===== src/vtm_pkg.sv =====
package vtm_pkg;
  // ----------------------------------------------------------------
  // Bus geometry and register map
  // ----------------------------------------------------------------
  localparam int ADR_W = 4;
  localparam int DAT_W = 32;
  localparam int REG_W = 8;
  localparam logic [ADR_W-1:0] ADR_TC_STATUS = 4'h0;
  localparam logic [ADR_W-1:0] ADR_TRACE_STATUS = 4'h4;
  localparam logic [ADR_W-1:0] ADR_IRQ_STATUS = 4'h8;
  localparam logic [ADR_W-1:0] ADR_TRACE_CTRL = 4'hC;
  localparam logic [REG_W-1:0] RST_STATUS = 8'h00;
  localparam logic [REG_W-1:0] RST_CTRL = 8'h00;

  // ----------------------------------------------------------------
  // Field positions
  // ----------------------------------------------------------------
  localparam int TC_RDI_POS = 6;
  localparam int TC_ODI_POS = 5;
  localparam int TC_API_MM_POS = 4;
  localparam int TC_API_UNST_POS = 3;
  localparam int TC_LOMF_POS = 2;
  localparam int TC_UNEQ_POS = 1;
  localparam int TC_AIS_POS = 0;
  localparam int TR_TIM_POS = 2;
  localparam int TR_UNST_POS = 1;
  localparam int IRQ_APS_POS = 1;
  localparam int IRQ_OVF_POS = 0;
  localparam int CTRL_THR_POS = 3;

  // ----------------------------------------------------------------
  // Tandem multiframe and persistence figures
  // ----------------------------------------------------------------
  localparam logic [6:0] RDI_FRAME = 7'h49;
  localparam logic [6:0] ODI_FRAME = 7'h4A;
  localparam int RDI_BIT = 0;
  localparam int ODI_BIT = 1;
  localparam logic [2:0] PERSIST_N = 3'h5;
  localparam logic [2:0] ACC_LOW = 3'h3;
  localparam logic [2:0] ACC_HIGH = 3'h5;
  localparam logic [3:0] UNST_LIMIT = 4'h8;
  localparam int TIM_WIN = 5;
  localparam int TIM_CLR_MIN = 4;
  localparam logic [7:0] N2_AIS_PATTERN = 8'hFF;
  localparam logic [2:0] APS_PERSIST = 3'h3;
  localparam int APS_W = 4;
endpackage : vtm_pkg


===== src/vtm_trace_monitor.sv =====
`timescale 1ns/1ns
module vtm_trace_monitor (
  // System
  input wire logic clk_sys,
  input wire logic resetn,
  input wire logic ce,
  // Wishbone slave
  input wire logic wbCyc,
  input wire logic wbStb,
  input wire logic wbWe,
  input wire logic [vtm_pkg::ADR_W-1:0] wbAdr,
  input wire logic [3:0] wbSel,
  input wire logic [vtm_pkg::DAT_W-1:0] wbDatW,
  output logic [vtm_pkg::DAT_W-1:0] wbDatR,
  output logic wbAck,
  // Tandem multiframe
  input wire logic tcFrameStb,
  input wire logic [6:0] tcFrameIdx,
  input wire logic [7:0] tcFrameData,
  input wire logic n2Stb,
  input wire logic [7:0] n2Byte,
  input wire logic tandemMultiframeLoss,
  input wire logic tandemUnequipped,
  // Messages: index 0 access identifier, 1 path trace
  input wire logic [1:0] msgStb,
  input wire logic [1:0] msgEqPrev,
  input wire logic [1:0] msgEqExp,
  // APS and FIFO events
  input wire logic apsStb,
  input wire logic [vtm_pkg::APS_W-1:0] apsVal,
  input wire logic txFifoOvf,
  input wire logic rxFifoOvf
);
  import vtm_pkg::*;

  // ----------------------------------------------------------------
  // Wishbone slave
  // ----------------------------------------------------------------
  logic ack_ff;
  logic [DAT_W-1:0] rdat_ff;
  logic [REG_W-1:0] ctrl_ff;
  logic [1:0] irq_ff;
  logic [REG_W-1:0] tcReg;
  logic [REG_W-1:0] trReg;
  logic [REG_W-1:0] rdMux;
  logic reqNew;
  logic irqRead;
  logic [2:0] accN;

  assign reqNew = wbCyc && wbStb && !ack_ff;
  // Clearing at the launch edge means the data latched equals what is cleared
  assign irqRead = reqNew && !wbWe && (wbAdr == ADR_IRQ_STATUS);
  assign accN = ctrl_ff[CTRL_THR_POS] ? ACC_HIGH : ACC_LOW;
  assign wbAck = ack_ff;
  assign wbDatR = rdat_ff;

  always_comb begin
    if (wbAdr == ADR_TC_STATUS) begin
      rdMux = tcReg;
    end else if (wbAdr == ADR_TRACE_STATUS) begin
      rdMux = trReg;
    end else if (wbAdr == ADR_IRQ_STATUS) begin
      rdMux = {6'h00, irq_ff};
    end else if (wbAdr == ADR_TRACE_CTRL) begin
      rdMux = ctrl_ff;
    end else begin
      rdMux = 8'h00;
    end
  end

  always_ff @(posedge clk_sys or negedge resetn) begin
    if (!resetn) begin
      ack_ff <= 1'b0;
      rdat_ff <= 32'h0000_0000;
    end else if (ce) begin
      ack_ff <= reqNew;
      if (reqNew && !wbWe) begin
        rdat_ff <= {24'h00_0000, rdMux};
      end
    end
  end

  always_ff @(posedge clk_sys or negedge resetn) begin
    if (!resetn) begin
      ctrl_ff <= RST_CTRL;
    end else if (ce) begin
      if (reqNew && wbWe && wbSel[0] && wbAdr == ADR_TRACE_CTRL) begin
        ctrl_ff <= {4'h0, wbDatW[CTRL_THR_POS], 3'h0};
      end
    end
  end

  // ----------------------------------------------------------------
  // Remote and outgoing defect persistence
  // ----------------------------------------------------------------
  logic [1:0] tcDef;

  for (genvar g = 0; g < 2; g++) begin : gPer
    localparam logic [6:0] IDX = (g == 0) ? RDI_FRAME : ODI_FRAME;
    localparam int BP = (g == 0) ? RDI_BIT : ODI_BIT;
    logic hit;
    logic bitNow;
    logic last_ff;
    logic def_ff;
    logic [2:0] cnt_ff;
    logic [2:0] nxt_cnt;
    assign hit = tcFrameStb && (tcFrameIdx == IDX);
    assign bitNow = tcFrameData[BP];
    always_comb begin
      if (bitNow != last_ff || cnt_ff == 3'h0) begin
        nxt_cnt = 3'h1;
      end else if (cnt_ff == PERSIST_N) begin
        nxt_cnt = PERSIST_N;
      end else begin
        nxt_cnt = cnt_ff + 3'h1;
      end
    end
    always_ff @(posedge clk_sys or negedge resetn) begin
      if (!resetn) begin
        last_ff <= 1'b0;
        cnt_ff <= 3'h0;
        def_ff <= 1'b0;
      end else if (ce && hit) begin
        last_ff <= bitNow;
        cnt_ff <= nxt_cnt;
        if (nxt_cnt == PERSIST_N) begin
          def_ff <= bitNow;
        end
      end
    end
    assign tcDef[g] = def_ff;
  end

  // ----------------------------------------------------------------
  // Message acceptance and instability, both message streams
  // ----------------------------------------------------------------
  logic [1:0] msgAcc;
  logic [1:0] msgStable;
  logic [1:0] msgUnst;

  for (genvar i = 0; i < 2; i++) begin : gMsg
    logic [2:0] same_ff;
    logic [2:0] nxt_same;
    logic [3:0] unst_ff;
    logic unstDef_ff;
    always_comb begin
      if (!msgEqPrev[i]) begin
        nxt_same = 3'h1;
      end else if (same_ff == ACC_HIGH) begin
        nxt_same = ACC_HIGH;
      end else begin
        nxt_same = same_ff + 3'h1;
      end
    end
    assign msgAcc[i] = msgStb[i] && (nxt_same == accN);
    assign msgStable[i] = msgStb[i] && (nxt_same >= accN);
    always_ff @(posedge clk_sys or negedge resetn) begin
      if (!resetn) begin
        same_ff <= 3'h0;
        unst_ff <= 4'h0;
        unstDef_ff <= 1'b0;
      end else if (ce && msgStb[i]) begin
        same_ff <= nxt_same;
        if (msgStable[i]) begin
          unst_ff <= 4'h0;
          unstDef_ff <= 1'b0;
        end else if (!msgEqPrev[i] && unst_ff != UNST_LIMIT) begin
          unst_ff <= unst_ff + 4'h1;
          if (unst_ff + 4'h1 == UNST_LIMIT) begin
            unstDef_ff <= 1'b1;
          end
        end
      end
    end
    assign msgUnst[i] = unstDef_ff;
  end

  // ----------------------------------------------------------------
  // Identifier mismatch
  // ----------------------------------------------------------------
  logic [2:0] expRun_ff;
  logic [2:0] nxt_expRun;
  logic apiMm_ff;

  always_comb begin
    if (!msgEqExp[0]) begin
      nxt_expRun = 3'h0;
    end else if (expRun_ff == ACC_HIGH) begin
      nxt_expRun = ACC_HIGH;
    end else begin
      nxt_expRun = expRun_ff + 3'h1;
    end
  end

  always_ff @(posedge clk_sys or negedge resetn) begin
    if (!resetn) begin
      expRun_ff <= 3'h0;
      apiMm_ff <= 1'b0;
    end else if (ce && msgStb[0]) begin
      expRun_ff <= nxt_expRun;
      if (msgAcc[0] && !msgEqExp[0]) begin
        apiMm_ff <= 1'b1;
      end else if (nxt_expRun >= accN) begin
        apiMm_ff <= 1'b0;
      end
    end
  end

  // ----------------------------------------------------------------
  // Trace mismatch over a five message window
  // ----------------------------------------------------------------
  logic [TIM_WIN-1:0] timWin_ff;
  logic [TIM_WIN-1:0] nxt_timWin;
  logic tim_ff;

  assign nxt_timWin = {timWin_ff[TIM_WIN-2:0], msgEqExp[1]};

  always_ff @(posedge clk_sys or negedge resetn) begin
    if (!resetn) begin
      timWin_ff <= '0;
      tim_ff <= 1'b0;
    end else if (ce && msgStb[1]) begin
      timWin_ff <= nxt_timWin;
      if (nxt_timWin == '0) begin
        tim_ff <= 1'b1;
      end else if ($countones(nxt_timWin) >= TIM_CLR_MIN) begin
        tim_ff <= 1'b0;
      end
    end
  end

  // ----------------------------------------------------------------
  // Live tandem status
  // ----------------------------------------------------------------
  logic ais_ff;

  always_ff @(posedge clk_sys or negedge resetn) begin
    if (!resetn) begin
      ais_ff <= 1'b0;
    end else if (ce && n2Stb) begin
      ais_ff <= (n2Byte == N2_AIS_PATTERN);
    end
  end

  always_comb begin
    tcReg = RST_STATUS;
    tcReg[TC_RDI_POS] = tcDef[0];
    tcReg[TC_ODI_POS] = tcDef[1];
    tcReg[TC_API_MM_POS] = apiMm_ff;
    tcReg[TC_API_UNST_POS] = msgUnst[0];
    tcReg[TC_LOMF_POS] = tandemMultiframeLoss;
    tcReg[TC_UNEQ_POS] = tandemUnequipped;
    tcReg[TC_AIS_POS] = ais_ff;
    trReg = RST_STATUS;
    trReg[TR_TIM_POS] = tim_ff;
    trReg[TR_UNST_POS] = msgUnst[1];
  end

  // ----------------------------------------------------------------
  // APS acceptance and reset-on-read events
  // ----------------------------------------------------------------
  logic [APS_W-1:0] apsLast_ff;
  logic [APS_W-1:0] apsAcc_ff;
  logic [2:0] apsRun_ff;
  logic [2:0] nxt_apsRun;
  logic apsEvt;
  logic [1:0] irqSet;

  always_comb begin
    if (apsVal != apsLast_ff || apsRun_ff == 3'h0) begin
      nxt_apsRun = 3'h1;
    end else if (apsRun_ff == APS_PERSIST) begin
      nxt_apsRun = APS_PERSIST;
    end else begin
      nxt_apsRun = apsRun_ff + 3'h1;
    end
  end

  assign apsEvt = apsStb && (nxt_apsRun == APS_PERSIST) && (apsVal != apsAcc_ff);

  always_ff @(posedge clk_sys or negedge resetn) begin
    if (!resetn) begin
      apsLast_ff <= '0;
      apsAcc_ff <= '0;
      apsRun_ff <= 3'h0;
    end else if (ce && apsStb) begin
      apsLast_ff <= apsVal;
      apsRun_ff <= nxt_apsRun;
      if (apsEvt) begin
        apsAcc_ff <= apsVal;
      end
    end
  end

  always_comb begin
    irqSet = 2'h0;
    irqSet[IRQ_APS_POS] = apsEvt;
    irqSet[IRQ_OVF_POS] = txFifoOvf || rxFifoOvf;
  end

  // Set wins over the read clear so no event is lost
  always_ff @(posedge clk_sys or negedge resetn) begin
    if (!resetn) begin
      irq_ff <= 2'h0;
    end else if (ce) begin
      irq_ff <= (irqRead ? 2'h0 : irq_ff) | irqSet;
    end
  end
endmodule : vtm_trace_monitor


===== config.mk =====
export PLATFORM = sky130hd
export DESIGN_NAME = vtm_trace_monitor
export DESIGN_NICKNAME = d
export VERILOG_FILES = /design/src/vtm_pkg.sv /design/src/vtm_trace_monitor.sv
export SDC_FILE = /design/constraint.sdc
export NUM_CORES = 1
export LEC_CHECK = 0
export ABC_AREA = 1
export BUFFER_PORTS_ARGS = -buffer_cell sky130_fd_sc_hd__buf_2
export CAP_MARGIN = 40
export CORE_AREA = 2 2 84 86
export DETAILED_ROUTE_END_ITERATION = 12
export DIE_AREA = 0 0 86 88
export PLACE_DENSITY = 0.93
export SYNTH_ARGS = -nofsm -noshare
export SYNTH_HDL_FRONTEND = slang
export SYNTH_SLANG_ARGS = --single-unit

===== constraint.sdc =====
create_clock -name clk_sys -period 3.4 [get_ports clk_sys]
set_input_delay 0.17 -clock clk_sys [delete_from_list [all_inputs] [get_ports clk_sys]]
set_output_delay 0.17 -clock clk_sys [all_outputs]
set_load 0.02 [all_outputs]

### Yosys cells after proc, flatten, opt, wreduce, memory -nomap -nowiden

Index checks and enable logic that the tools add are counted.

| cells by class | value |
|---|---|
| $add $sub $neg | 12 |
| magnitude comparators | 4 |
| eq/ne operators | 24 |
| muxes and demuxes | 32 |
| bitwise operators | 1 |
| reduce and logical (&&, ||, !) cells | 54 |

Operators by type and width:

| cell | count |
|---|---|
| 3-bit 2-to-1 mux | 13 |
| 8-bit 2-to-1 mux | 3 |
| 1-bit logical AND | 23 |
| 3-bit == test, second input constant | 7 |
| 4-bit 2-to-1 mux | 5 |
| 3-bit by 1-bit adder with 3-bit output, second input constant | 6 |
| 2-bit AND reduction | 9 |
| 4-bit == test, second input constant | 4 |
| 7-bit == test, second input constant | 2 |
| 2-bit nonzero test | 6 |
| 1-bit 2-to-1 mux | 10 |
| 3-bit >= comparator | 3 |
| 3-bit logical NOT | 3 |
| 4-bit by 1-bit adder with 4-bit output, second input constant | 2 |
| 8-bit == test, second input constant | 1 |
| 4-bit != test | 2 |
| 4-bit != test, second input constant | 2 |
| 3-bit by 2-bit == test with 1-bit output, second input constant | 2 |
| 3-bit AND reduction | 2 |
| 1-bit logical NOT | 5 |
| 5-bit logical NOT | 1 |
| 1-bit by 1-bit adder with 2-bit output | 2 |
| 3-bit by 1-bit adder with 4-bit output | 1 |
| 4-bit by 3-bit == test with 1-bit output, second input constant | 1 |
| 8 further kinds | 12 |

| storage, ports and cells | value |
|---|---|
| flip-flop bits (word level) | 59 |
| word-level logic and storage cells | 151 |

### Logic depth before layout (Yosys ltp)

Gate-level depths: netlist (run 1).

| depth | value |
|---|---|
| word-level depth | 8 |
| gate-level depth with buffers | 13 |
| mapped depth without buffers | 13 |

### Worst setup path before layout (run 1)

Ideal clock, no wire load.

| timing path | value |
|---|---|
| kind | reg2reg |
| from | register gMsg[0].same_ff[0] |
| to | register gMsg[0].unst_ff[2] |
| setup time | 127 ps |
| arrival | 1521 ps |
| data required time | 3273 ps |
| path slack | 1752 ps |
| stages on the path, launching flop included | 13 |
| path buffers | 0 |
| period minus slack after synthesis | 1648 ps |
| path through | dfrtp_1 > nand2_1 > o21ai_0 > a21oi_1 > ha_1 > nand2_1 > inv_1 > nand2_1 > nand2_1 > nand2_2 > nand2_1 > nand2_2 > o21ai_0 |

| on the way | value |
|---|---|
| longest elaborated chain between the ends | 7 |

RTL lines:

| element | line | source |
|---|---|---|
| start: declaration | vtm_trace_monitor.sv:142 | `logic [2:0] same_ff;` |
| start signal: assignment | vtm_trace_monitor.sv:163 | `same_ff <= nxt_same;` |
| 3-bit by 1-bit adder with 3-bit output / 3-bit == test (equally long branches) | vtm_trace_monitor.sv:152, vtm_trace_monitor.sv:149 |  |
| 3-bit 2-to-1 mux * | vtm_trace_monitor.sv:149 | `end else if (same_ff == ACC_HIGH) begin` |
| 3-bit 2-to-1 mux * | vtm_trace_monitor.sv:147 | `if (!msgEqPrev[i]) begin` |
| named net gMsg[0].nxt_same[2] | vtm_trace_monitor.sv:143 | `logic [2:0] nxt_same;` |
| 3-bit >= comparator * | vtm_trace_monitor.sv:156 | `assign msgStable[i] = msgStb[i] && (nxt_same >= accN);` |
| 1-bit logical AND * | vtm_trace_monitor.sv:156 |  |
| 2-bit nonzero test (no source line) | n/a |  |
| 2-bit AND reduction (no source line) | n/a |  |
| end signal: assignment | vtm_trace_monitor.sv:168 | `unst_ff <= unst_ff + 4'h1;` |
| end: declaration | vtm_trace_monitor.sv:144 | `logic [3:0] unst_ff;` |

The timed path passes the listed nets; every way through them passes the cells marked *.
A chain may end at the register's enable or synchronous reset.

### Worst setup path after layout (run 1)

| timing path | value |
|---|---|
| from | register gMsg[0].same_ff[0] |
| to | register gMsg[0].unst_ff[1] |

Same word-level chain as after synthesis.

==> out/qor.csv, run 1 <==
metric,value,unit
status,"finished, final reports clean",
largest net degree at the start of global routing,38,
Die H,88,µm
RSZ-0062 raised after global routing,no,
Crit. Startpoint,gMsg[0].same_ff[0],
"top cells by area, synth","dfrtp_1 (41%), nand2_1 (14%), inv_1 (6.8%), o21ai_0 (5.5%), buf_4 (5.5%)",
DP Wirelength,5.77,mm
Max VDD drop,380,µV
grt ovf,0,
router iterations before antenna repair,6,
via count,3157,
r2r worst-path depth,13,
top-area cell type share of the netlist area,40.9,%
Initial Util,53.5,%
Final Wtd Congestion,0.857,
Hold Path Sink,gPer[1].last_ff,
Pwr Total,2.08,mW
"Largest stage delay, worst path",390,ps
WP data required,3610,ps
critical path type,flip-flop to flip-flop,
Worst-path clk slew,60,ps
slack of the critical path,1510,ps
I/O pin count,119,
FP Rows,30,
Worst Hold Class,primary input to flip-flop,
"Clk Latency, worst-skew pair",340,ps
Port Buffers,53,
Final setup viols,0,
Final nets,628,
Core Region,6640,µm²
Slew Limit Fails,0,
top routing layer in use,met4,
Die ar.,7570,µm²
first-pass GRT wire length,12.7,mm
Met1 Routed Length,3.25,mm
reg2reg start,gMsg[0].same_ff[0],
CP Max Fanout,8,
Final Skew,8.80,ps
Cell variety after synth,33,
DRC,0,
Final Instance Area,4000,µm²
synthesized flop and latch total,58,
H-tree Lvls,3,
Setup WS pre-CTS,1520,ps
sequential area share after synthesis,40.9,%
hold path depth,3,
fin crit share,55.7,%
drt first-iter violations,170,
clock root cell,clkbuf_8,
final core occ,60.3,%
Via density,5.16,
CTS tree,done,
vias in the first global route,2991,
ANT nets after route,0,
Fmax,528,MHz
RR Endpoint,gMsg[0].unst_ff[1],
TNS Setup,0,ps
# Max-Cap Violations,0,
slack of the worst reg-to-reg path,1510,ps
Hold Fails Final Rpt,0,
Pwr Density,520,nW/µm²
Max-slew headroom,42.1,%
Synth warnings,0,
Num Clock Sinks,58,
Longest Clk Path Bufs,2,
syn_area_per_cell,7.66,µm²
final WL,7.65,mm
"area leader, netlist",dfrtp_1,
crit start category,flip-flop,
min Tclk post-route,1890,ps
layout cells sized above 1,17.5,%
die width,86,µm
Tightest Pin Transition,869,ps
Worst Path Arrival,2100,ps
total CTS buffers,9,
wire length per cell,12.5,µm
initial antenna violation count,0,
critical path cell sequence,"nand2_1, o21ai_0, a21oi_1, ha_1, nand2_1, inv_1, nand2_1, nand2_1, nand2_2, nand2_1, nand2_2, nand2_1, o21ai_0",
cell mode on critical path,nand2_1,
Leak,2.11,nW
met3 WL,447,µm
Min-Delay Startpoint,tcFrameData[1],
final-layout fill cell count,564,
slowest CP cell,dfrtp_1,
CP endpoint kind,flip-flop,
total track usage,21.4,%
Synth-to-Final Area Change,12.7,%
Cells after Synth,464,
Detail Route met2 WL,3.83,mm
CTS resizes,0,
n_diodes,0,
placed cell area,3810,µm²
Syn Std Cell Area,3550,µm²
report_power, final:
group	switching, mW	internal, mW
clock network	0.267	0.337
logic	0.348	0.202
registers	0.109	0.818
sequential cells by signal (all words and copies together), names as in the netlist, 3 cells and up:
register / flops
apsAcc_ff: 4
apsLast_ff: 4
apsRun_ff: 3
expRun_ff: 3
gMsg.same_ff: 6
gMsg.unst_ff: 8
gPer.cnt_ff: 6
timWin_ff: 4
wbDatR: 7
final cells by class:
type / count / area, µm² / area share (%)
flip-flops and latches: 58 / 1450 / 36.2
inverters: 69 / 259 / 6.47
repair buffers: 55 / 283 / 7.06
well taps: 80 / 100 / 2.50
clock buffers: 13 / 139 / 3.47
clock inverters: 3 / 40.0 / 1.00
multi-input cells: 334 / 1730 / 43.2
synth_stat cells, drive strengths merged:
master	number
buf	27
o31ai	2
nor3	1
xnor2	3
a31o	2
conb	1
a21oi	13
fa	1
dfrtp	58
o22ai	4
ha	14
nand4	17
nor3b	1
nand3	21
nand2	139
nor2	36
and3	1
o211ai	1
a31oi	2
o21ai	50
xor2	1
inv	69
worst max-delay path: cells and delay by family (launching register included):
kind	cells	cell delay [ps]
AO/OA/AOI/OAI	3	310
adder cells (fa/ha/maj)	1	310
buffers and inverters	1	40
flip-flops	1	390
AND/OR/NAND/NOR	8	700
through the flow:
step / hold slack, ps / std cells
final: 82.6 / 612
after CTS: 76.3 / 612
after global routing: 82.3 / 612
after detailed placement: 327 / 595
after floorplan: -126 / 488
after global placement: 314 / 595
routing by layer:
| metal | up-vias | GRT usage (%) |
|---|---|---|
| met1 | 1451 | 25.7 |
| met5 | - | 0 |
| met2 | 122 | 36.9 |
| li1 | 1569 | - |
| met4 | 0 | 7.50 |
| met3 | 15 | 6.22 |
how the worst max path moves through the flow:
stage,to
floorplan,gMsg[0].unst_ff[2]
global placement,gMsg[0].unst_ff[2]
detailed placement,gMsg[0].unst_ff[2]
CTS,gMsg[0].unst_ff[1]
global route,gMsg[0].unst_ff[3]
finish,gMsg[0].unst_ff[1]
logic make-up after synthesis:
logic type,synth area share (%)
adder cells (fa/ha/maj),5.49
AND/OR/NAND/NOR,28.0
buffers and inverters,12.9
other,0.106
XOR/XNOR,1.20
AO/OA/AOI/OAI,11.4
flip-flops,40.9
what timing repair did:
item / in CTS / in global routing
hold endpoints to repair: 36 / 0
hold buffers: 1 / 0
buffers inserted: 0 / 0
placed cells by master (no fill, tap or decap), types with 4 or more instances in the layout:
cell      count
o21ai_0      39
a21oi_1      12
nor2_1       32
nand2_1     130
inv_1        64
clkbuf_8      9
dfrtp_1      58
nand3_1      19
o21ai_1      11
nand2_2       8
conb_1       25
clkbuf_1      4
ha_1         14
nand4_1      15
nor2_4        4
inv_2         5
buf_2        53
o22ai_1       4
(Power assumes the default switching activity.)
==> run 2: changes to the inputs <==
--- a/config.mk
+++ b/config.mk
@@ -8,10 +8,10 @@
 export ABC_AREA = 1
 export BUFFER_PORTS_ARGS = -buffer_cell sky130_fd_sc_hd__buf_2
 export CAP_MARGIN = 40
-export CORE_AREA = 2 2 84 86
+export CORE_AREA = 2 2 91 93
 export DETAILED_ROUTE_END_ITERATION = 12
-export DIE_AREA = 0 0 86 88
-export PLACE_DENSITY = 0.93
+export DIE_AREA = 0 0 93 95
+export PLACE_DENSITY = 0.85
 export SYNTH_ARGS = -nofsm -noshare
 export SYNTH_HDL_FRONTEND = slang
 export SYNTH_SLANG_ARGS = --single-unit
==> constraint.sdc (replaced) <==
create_clock -name clk_sys -period 1.66 [get_ports clk_sys]
set_input_delay 0.083 -clock clk_sys [delete_from_list [all_inputs] [get_ports clk_sys]]
set_output_delay 0.083 -clock clk_sys [all_outputs]
set_load 0.02 [all_outputs]
==> run 2 against run 1 <==
  * Clock power rose by 120%
  * Cell count is 7.2% higher
  * Combinational power grew 140%
  * Non-clock buffer count grew 19
  * The flow now finishes with violations (setup timing)
  * Global-route usage fell by 2.6 points
==> out/qor.csv, run 2 (synthesized netlist as in run 1, its figures left out) <==
metric,value,unit,change
status,"complete, but fails checks",,
failing checks,setup timing,,
Worst Hold Class,primary input to flip-flop,,
Via density,4.93,,-4.4%
Die H,95,µm,+8.0%
final WL,7.98,mm,+4.2%
placed cell area,3910,µm²,+2.5%
Worst-path clk slew,60,ps,about the same
max reg flops,8,,unchanged
Final nets,647,,+3.0%
Finished Layout Cells,656,,+7.2%
Longest Clk Path Bufs,2,,unchanged
Num Clock Sinks,58,,unchanged
"Largest stage delay, worst path",390,ps,about the same
Initial Util,44.8,%,-8.7 points
layout cells sized above 1,24.3,%,+6.8 points
Final Wtd Congestion,0.821,,-4.2%
ANT nets after route,0,,unchanged
switching share of power,34.6,%,-0.15 points
H-tree Lvls,3,,unchanged
# Max-Cap Violations,0,,unchanged
cell mode on critical path,nand2_1,,
CTS tree,done,,
worst hold slack,9.35,ps,-73.3 ps
DP Wirelength,5.73,mm,-0.56%
drt first-iter violations,219,,+29%
first-pass GRT wire length,13.1,mm,+3.6%
Setup WS pre-CTS,-132,ps,-1650 ps
"Clk Latency, worst-skew pair",340,ps,about the same
Slew Limit Fails,0,,unchanged
most frequent cells in the layout,"nand2_1 (119), inv_1 (60), dfrtp_1 (58), buf_2 (53), o21ai_0 (35)",,
Buf/Inv on CP,2,,+1
CP Max Fanout,8,,unchanged
placed cell count,627,,+5.4%
internal power,2.99,mW,+120%
Synth-to-Final Area Change,21.5,%,
CP endpoint kind,flip-flop,,
Hold Fails Final Rpt,0,,unchanged
fin crit share,104,%,+48 points
Fmax,580,MHz,+9.9%
min Tclk post-route,1720,ps,-171 ps
largest net degree at the start of global routing,59,,+55%
Pwr Total,4.57,mW,+120%
Worst Path Arrival,1940,ps,-160 ps
final core occ,54.4,%,-5.8 points
FP Rows,33,,+10%
Final Skew,5.21,ps,-3.60 ps
Pwr Density,1060,nW/µm²,+100%
Core Region,7930,µm²,+19%
Final setup viols,11,,+11
Net Switching,1.58,mW,+120%
critical path cell sequence,"inv_2, o21ai_2, a21oi_2, ha_1, nand2_1, inv_1, nand2_1, nand2_1, nand2_2, nand2_4, nand2_8, o21ai_1",,
Final Instance Area,4320,µm²,+7.8%
initial antenna violation count,0,,unchanged
total CTS buffers,9,,unchanged
via count,3234,,+2.4%
Die ar.,8840,µm²,+17%
Port Buffers,53,,unchanged
n_diodes,0,,unchanged
critical path type,flip-flop to flip-flop,,
Clock Power Share,28.9,%,about the same
Biggest register,gMsg.unst_ff,,
Max VDD drop,376,µV,-1.2%
slowest CP cell,dfrtp_1,,
TNS Setup,-513,ps,-513 ps
WP data required,1880,ps,-1730 ps
RSZ-0062 raised after global routing,yes,,
Leak,2.24,nW,+5.9%
wire length per cell,12.2,µm,-2.7%
I/O pin count,119,,unchanged
"most common cell after layout, fill and taps aside",nand2_1,,
crit start category,flip-flop,,
vias in the first global route,2911,,-2.7%
slack of the critical path,-62.9,ps,-1570 ps
die width,93,µm,+8.1%
clock root cell,clkbuf_8,,
Sequential Power Share,41.9,%,-2.6 points
DRC,0,,unchanged
Comb pwr share,29.2,%,+2.8 points
crit-path leading delay family,simple AND/OR/NAND/NOR gates,,
grt ovf,0,,unchanged
total track usage,18.9,%,-2.6 points
router iterations before antenna repair,4,,-2
## run 2: layout make-up
| class | count | area [µm²] |
|---|---|---|
| Timing Repair Buffer | 74 | 453 |
| Multi-Input combinational cell | 334 | 1820 |
| Clock buffer | 14 | 163 |
| Tap cell | 105 | 131 |
| Fill cell | 701 | 3610 |
| Sequential cell | 58 | 1450 |
| Clock inverter | 2 | 35.0 |
| Inverter | 69 | 259 |
## run 2: final timing paths
path / slack, ps / from / cells after the start / endpoint
worst max-delay path: -60 / gMsg[1].same_ff[2] / 12 / gMsg[1].unst_ff[2]
worst min-delay path: 9 / n2Byte[5] / 3 / ais_ff
worst max register to register: -60 / gMsg[1].same_ff[2] / 12 / gMsg[1].unst_ff[2]
worst min register to register: 480 / gMsg[0].unstDef_ff / 2 / gMsg[0].unstDef_ff
max in group asynchronous: 1140 / resetn / 3 / gMsg[0].unst_ff[2]
min in group asynchronous: 280 / resetn / 3 / gPer[0].cnt_ff[0]
## run 2: layer usage
metal | vias to the layer above | routed length [µm] | share of wire, % | GRT usage [%]
met5 | - | 0 | 0 | 0
met4 | 0 | 206 | 2.6 | 9.56
met3 | 19 | 376 | 4.7 | 3.51
met2 | 75 | 4080 | 51 | 32.2
met1 | 1525 | 3310 | 42 | 22.8
li1 | 1615 | - | - | -
## run 2: power groups by stage
stage                     registers [mW]  logic (mW)  clock network [mW]
after floorplan                     1.88       0.867                   0
final                               1.91        1.34                1.32
after global placement              1.90        1.08                   0
after global routing                1.95        1.52                1.41
after detailed placement            1.91        1.16                   0
after CTS                           1.90        1.25                1.35
## run 2: repair_timing
item                                    CTS  global route
pin swaps                                10            15
endpoints found under the setup margin   11            12
setup buffers                             4             5
hold buffers                              4             0
hold endpoints to repair                 61             0
resized for setup                        22            13
## run 2: worst register-to-register path, delay by kind of cell, from the launching register on
kind,cells,cell delay [ps]
DFF,1,390
buffers and inverters,2,140
AOI/OAI and AO/OA,3,290
and+or+nand+nor,6,530
adders and majority gates,1,260
==> run 3: changes to the inputs <==
--- a/config.mk
+++ b/config.mk
@@ -8,10 +8,12 @@
 export ABC_AREA = 1
 export BUFFER_PORTS_ARGS = -buffer_cell sky130_fd_sc_hd__buf_2
 export CAP_MARGIN = 40
-export CORE_AREA = 2 2 91 93
+export CELL_PAD_IN_SITES_DETAIL_PLACEMENT = 0
+export CELL_PAD_IN_SITES_GLOBAL_PLACEMENT = 1
+export CORE_AREA = 2 2 107 109
 export DETAILED_ROUTE_END_ITERATION = 12
-export DIE_AREA = 0 0 93 95
-export PLACE_DENSITY = 0.85
+export DIE_AREA = 0 0 109 111
+export PLACE_DENSITY = 0.86
 export SYNTH_ARGS = -nofsm -noshare
 export SYNTH_HDL_FRONTEND = slang
 export SYNTH_SLANG_ARGS = --single-unit
==> run 3 against run 2 <==
  * The flow still finishes with violations (setup timing)
  * Sequential cell count is the same
  * Register-to-register slack is essentially flat
  * Largest power group unchanged
  * Largest cell class unchanged
  * Core utilization shrank 14 points
  * First-iteration DRC count shrank 41%
  * Critical path type unchanged
  * Die area grew 37%
==> out/qor.csv, run 3 (synthesized netlist as in run 1, its figures left out) <==
metric,value,unit,change
status,"complete, but fails checks",,
failing checks,setup timing,,
Initial Util,32.1,%,-13 points
Core Region,11100,µm²,+40%
"most common cell after layout, fill and taps aside",nand2_1,,
Synth-to-Final Area Change,27.3,%,
I/O pin count,119,,unchanged
Leak,2.31,nW,+3.1%
critical path endpoint,gMsg[1].unst_ff[0],,
most frequent cells in the layout,"nand2_1 (112), inv_1 (59), dfrtp_1 (58), buf_2 (53)",,
die width,109,µm,+17%
critical path type,flip-flop to flip-flop,,
Pwr Density,1080,nW/µm²,+1.4%
DRC,0,,unchanged
# Max-Cap Violations,0,,unchanged
final core occ,40.8,%,-14 points
max reg flops,8,,unchanged
slack of the critical path,-52.6,ps,+10.3 ps
FP Rows,39,,+18%
ANT nets after route,0,,unchanged
Biggest register,gMsg.unst_ff,,
Worst-path clk slew,50,ps,about the same
min Tclk post-route,1710,ps,-10.3 ps
initial antenna violation count,0,,unchanged
n_diodes,0,,unchanged
final WL,7.89,mm,-1.1%
hold path depth,3,,unchanged
layout cells sized above 1,27.5,%,+3.1 points
grt ovf,0,,unchanged
RR Endpoint,gMsg[1].unst_ff[0],,
CTS tree,done,,
DP Wirelength,5.67,mm,-1.1%
Hold Fails Final Rpt,0,,unchanged
H-tree Lvls,3,,unchanged
Fmax,584,MHz,+0.60%
total CTS buffers,9,,unchanged
Final Wtd Congestion,0.790,,-3.7%
Max VDD drop,429,µV,+14%
slack of the worst reg-to-reg path,-50,ps,about the same
Worst Path Arrival,1920,ps,-20 ps
first-pass GRT wire length,13.1,mm,about the same
clock root cell,clkbuf_16,,
wire length per cell,11.3,µm,-7.3%
Min-Delay Startpoint,tcFrameData[1],,
Final nets,656,,+1.4%
r2r worst-path depth,13,,+1
Port Buffers,53,,unchanged
crit start category,flip-flop,,
fin crit share,103,%,-0.62 points
vias in the first global route,2965,,+1.9%
Longest Clk Path Bufs,2,,unchanged
Num Clock Sinks,58,,unchanged
router iterations before antenna repair,5,,+1
TNS Setup,-336,ps,+177 ps
Final Skew,6.95,ps,+1.74 ps
via count,3187,,-1.5%
Final setup viols,10,,-1
Die H,111,µm,+17%
Via density,4.55,,-7.6%
Crit. Startpoint,gMsg[1].same_ff[0],,
Slew Limit Fails,0,,unchanged
reg2reg start,gMsg[1].same_ff[0],,
WP data required,1870,ps,about the same
worst hold slack,13.0,ps,+3.64 ps
largest net degree at the start of global routing,59,,unchanged
CP endpoint kind,flip-flop,,
total track usage,13.7,%,-5.1 points
CP Max Fanout,8,,unchanged
RSZ-0062 raised after global routing,yes,,
Worst Hold Class,primary input to flip-flop,,
Die ar.,12100,µm²,+37%
"Clk Latency, worst-skew pair",320,ps,-20 ps
drt first-iter violations,129,,-41%
run 3: cell types whose count changed in the layout (fill, tap and decap cells not counted), sizes merged:
| cell | previous run | this run |
|---|---|---|
| dlygate4sd3 | 4 | 2 |
| bufinv | 1 | 0 |
| buf | 70 | 81 |
| clkbuf | 14 | 12 |
run 3: metal layers:
layer / vias up / global-route usage, % / wire [µm]
li1: 1621 / - / -
met4: 0 / 5.21 / 99
met5: - / 0 / 0
met2: 62 / 22.3 / 3870
met1: 1497 / 17.7 / 3610
met3: 7 / 3.12 / 311
run 3: stage by stage:
stage / area, µm² / worst slack, ps / total power [mW] / std cells
3_5_place_dp: 4000 / -133 / 3.07 / 670
4_1_cts: 4360 / -20.9 / 4.75 / 693
3_3_place_gp: 4000 / -83.3 / 3.02 / 670
5_1_grt: 4520 / -177 / 5.21 / 700
2_1_floorplan: 3640 / 11.9 / 2.75 / 488
6_report: 4520 / -52.6 / 4.86 / 700
run 3: final cells by class:
cell class              count  area [µm²]
fillers                  1112        6560
multi-input cells         334        1880
flip-flops and latches     58        1450
repair buffers             83         515
inverters                  69         259
clock buffers              12         236
well taps                 143         179
clock inverters             1        5.00
run 3: power breakdown:
part           internal [mW]  switching, mW  total (mW)
sequential              1.68          0.236        1.92
combinational          0.583          0.803        1.39
clock                  0.979          0.581        1.56
run 3: what timing repair did:
action                     in CTS  in global routing
setup endpoints to repair      11                 16
gates resized for setup        18                 35
pin swaps                      18                 30
hold buffers                    2                  0
buffers inserted                8                  7
hold endpoints to repair       59                  0
run 3: worst min path at each step:
stage	endpoint	slack [ps]
global placement	apsLast_ff[0]	120
CTS	gPer[1].last_ff	5
global route	ais_ff	40
finish	gPer[1].last_ff	10
floorplan	ais_ff	-210
detailed placement	apsAcc_ff[0]	120
run 3: worst max-delay path, cell delays in order (launching register included):
cell and delay (ps):
dfrtp_1 370, nand2_2 110, o21ai_2 210, a21oi_4 60, ha_4 280, nand2_2 40
inv_2 40, nand2_2 40, nand2_2 70, nand2_4 70, nand2_4 100, nand2_8 80
nand2_2 60, o21ai_1 60
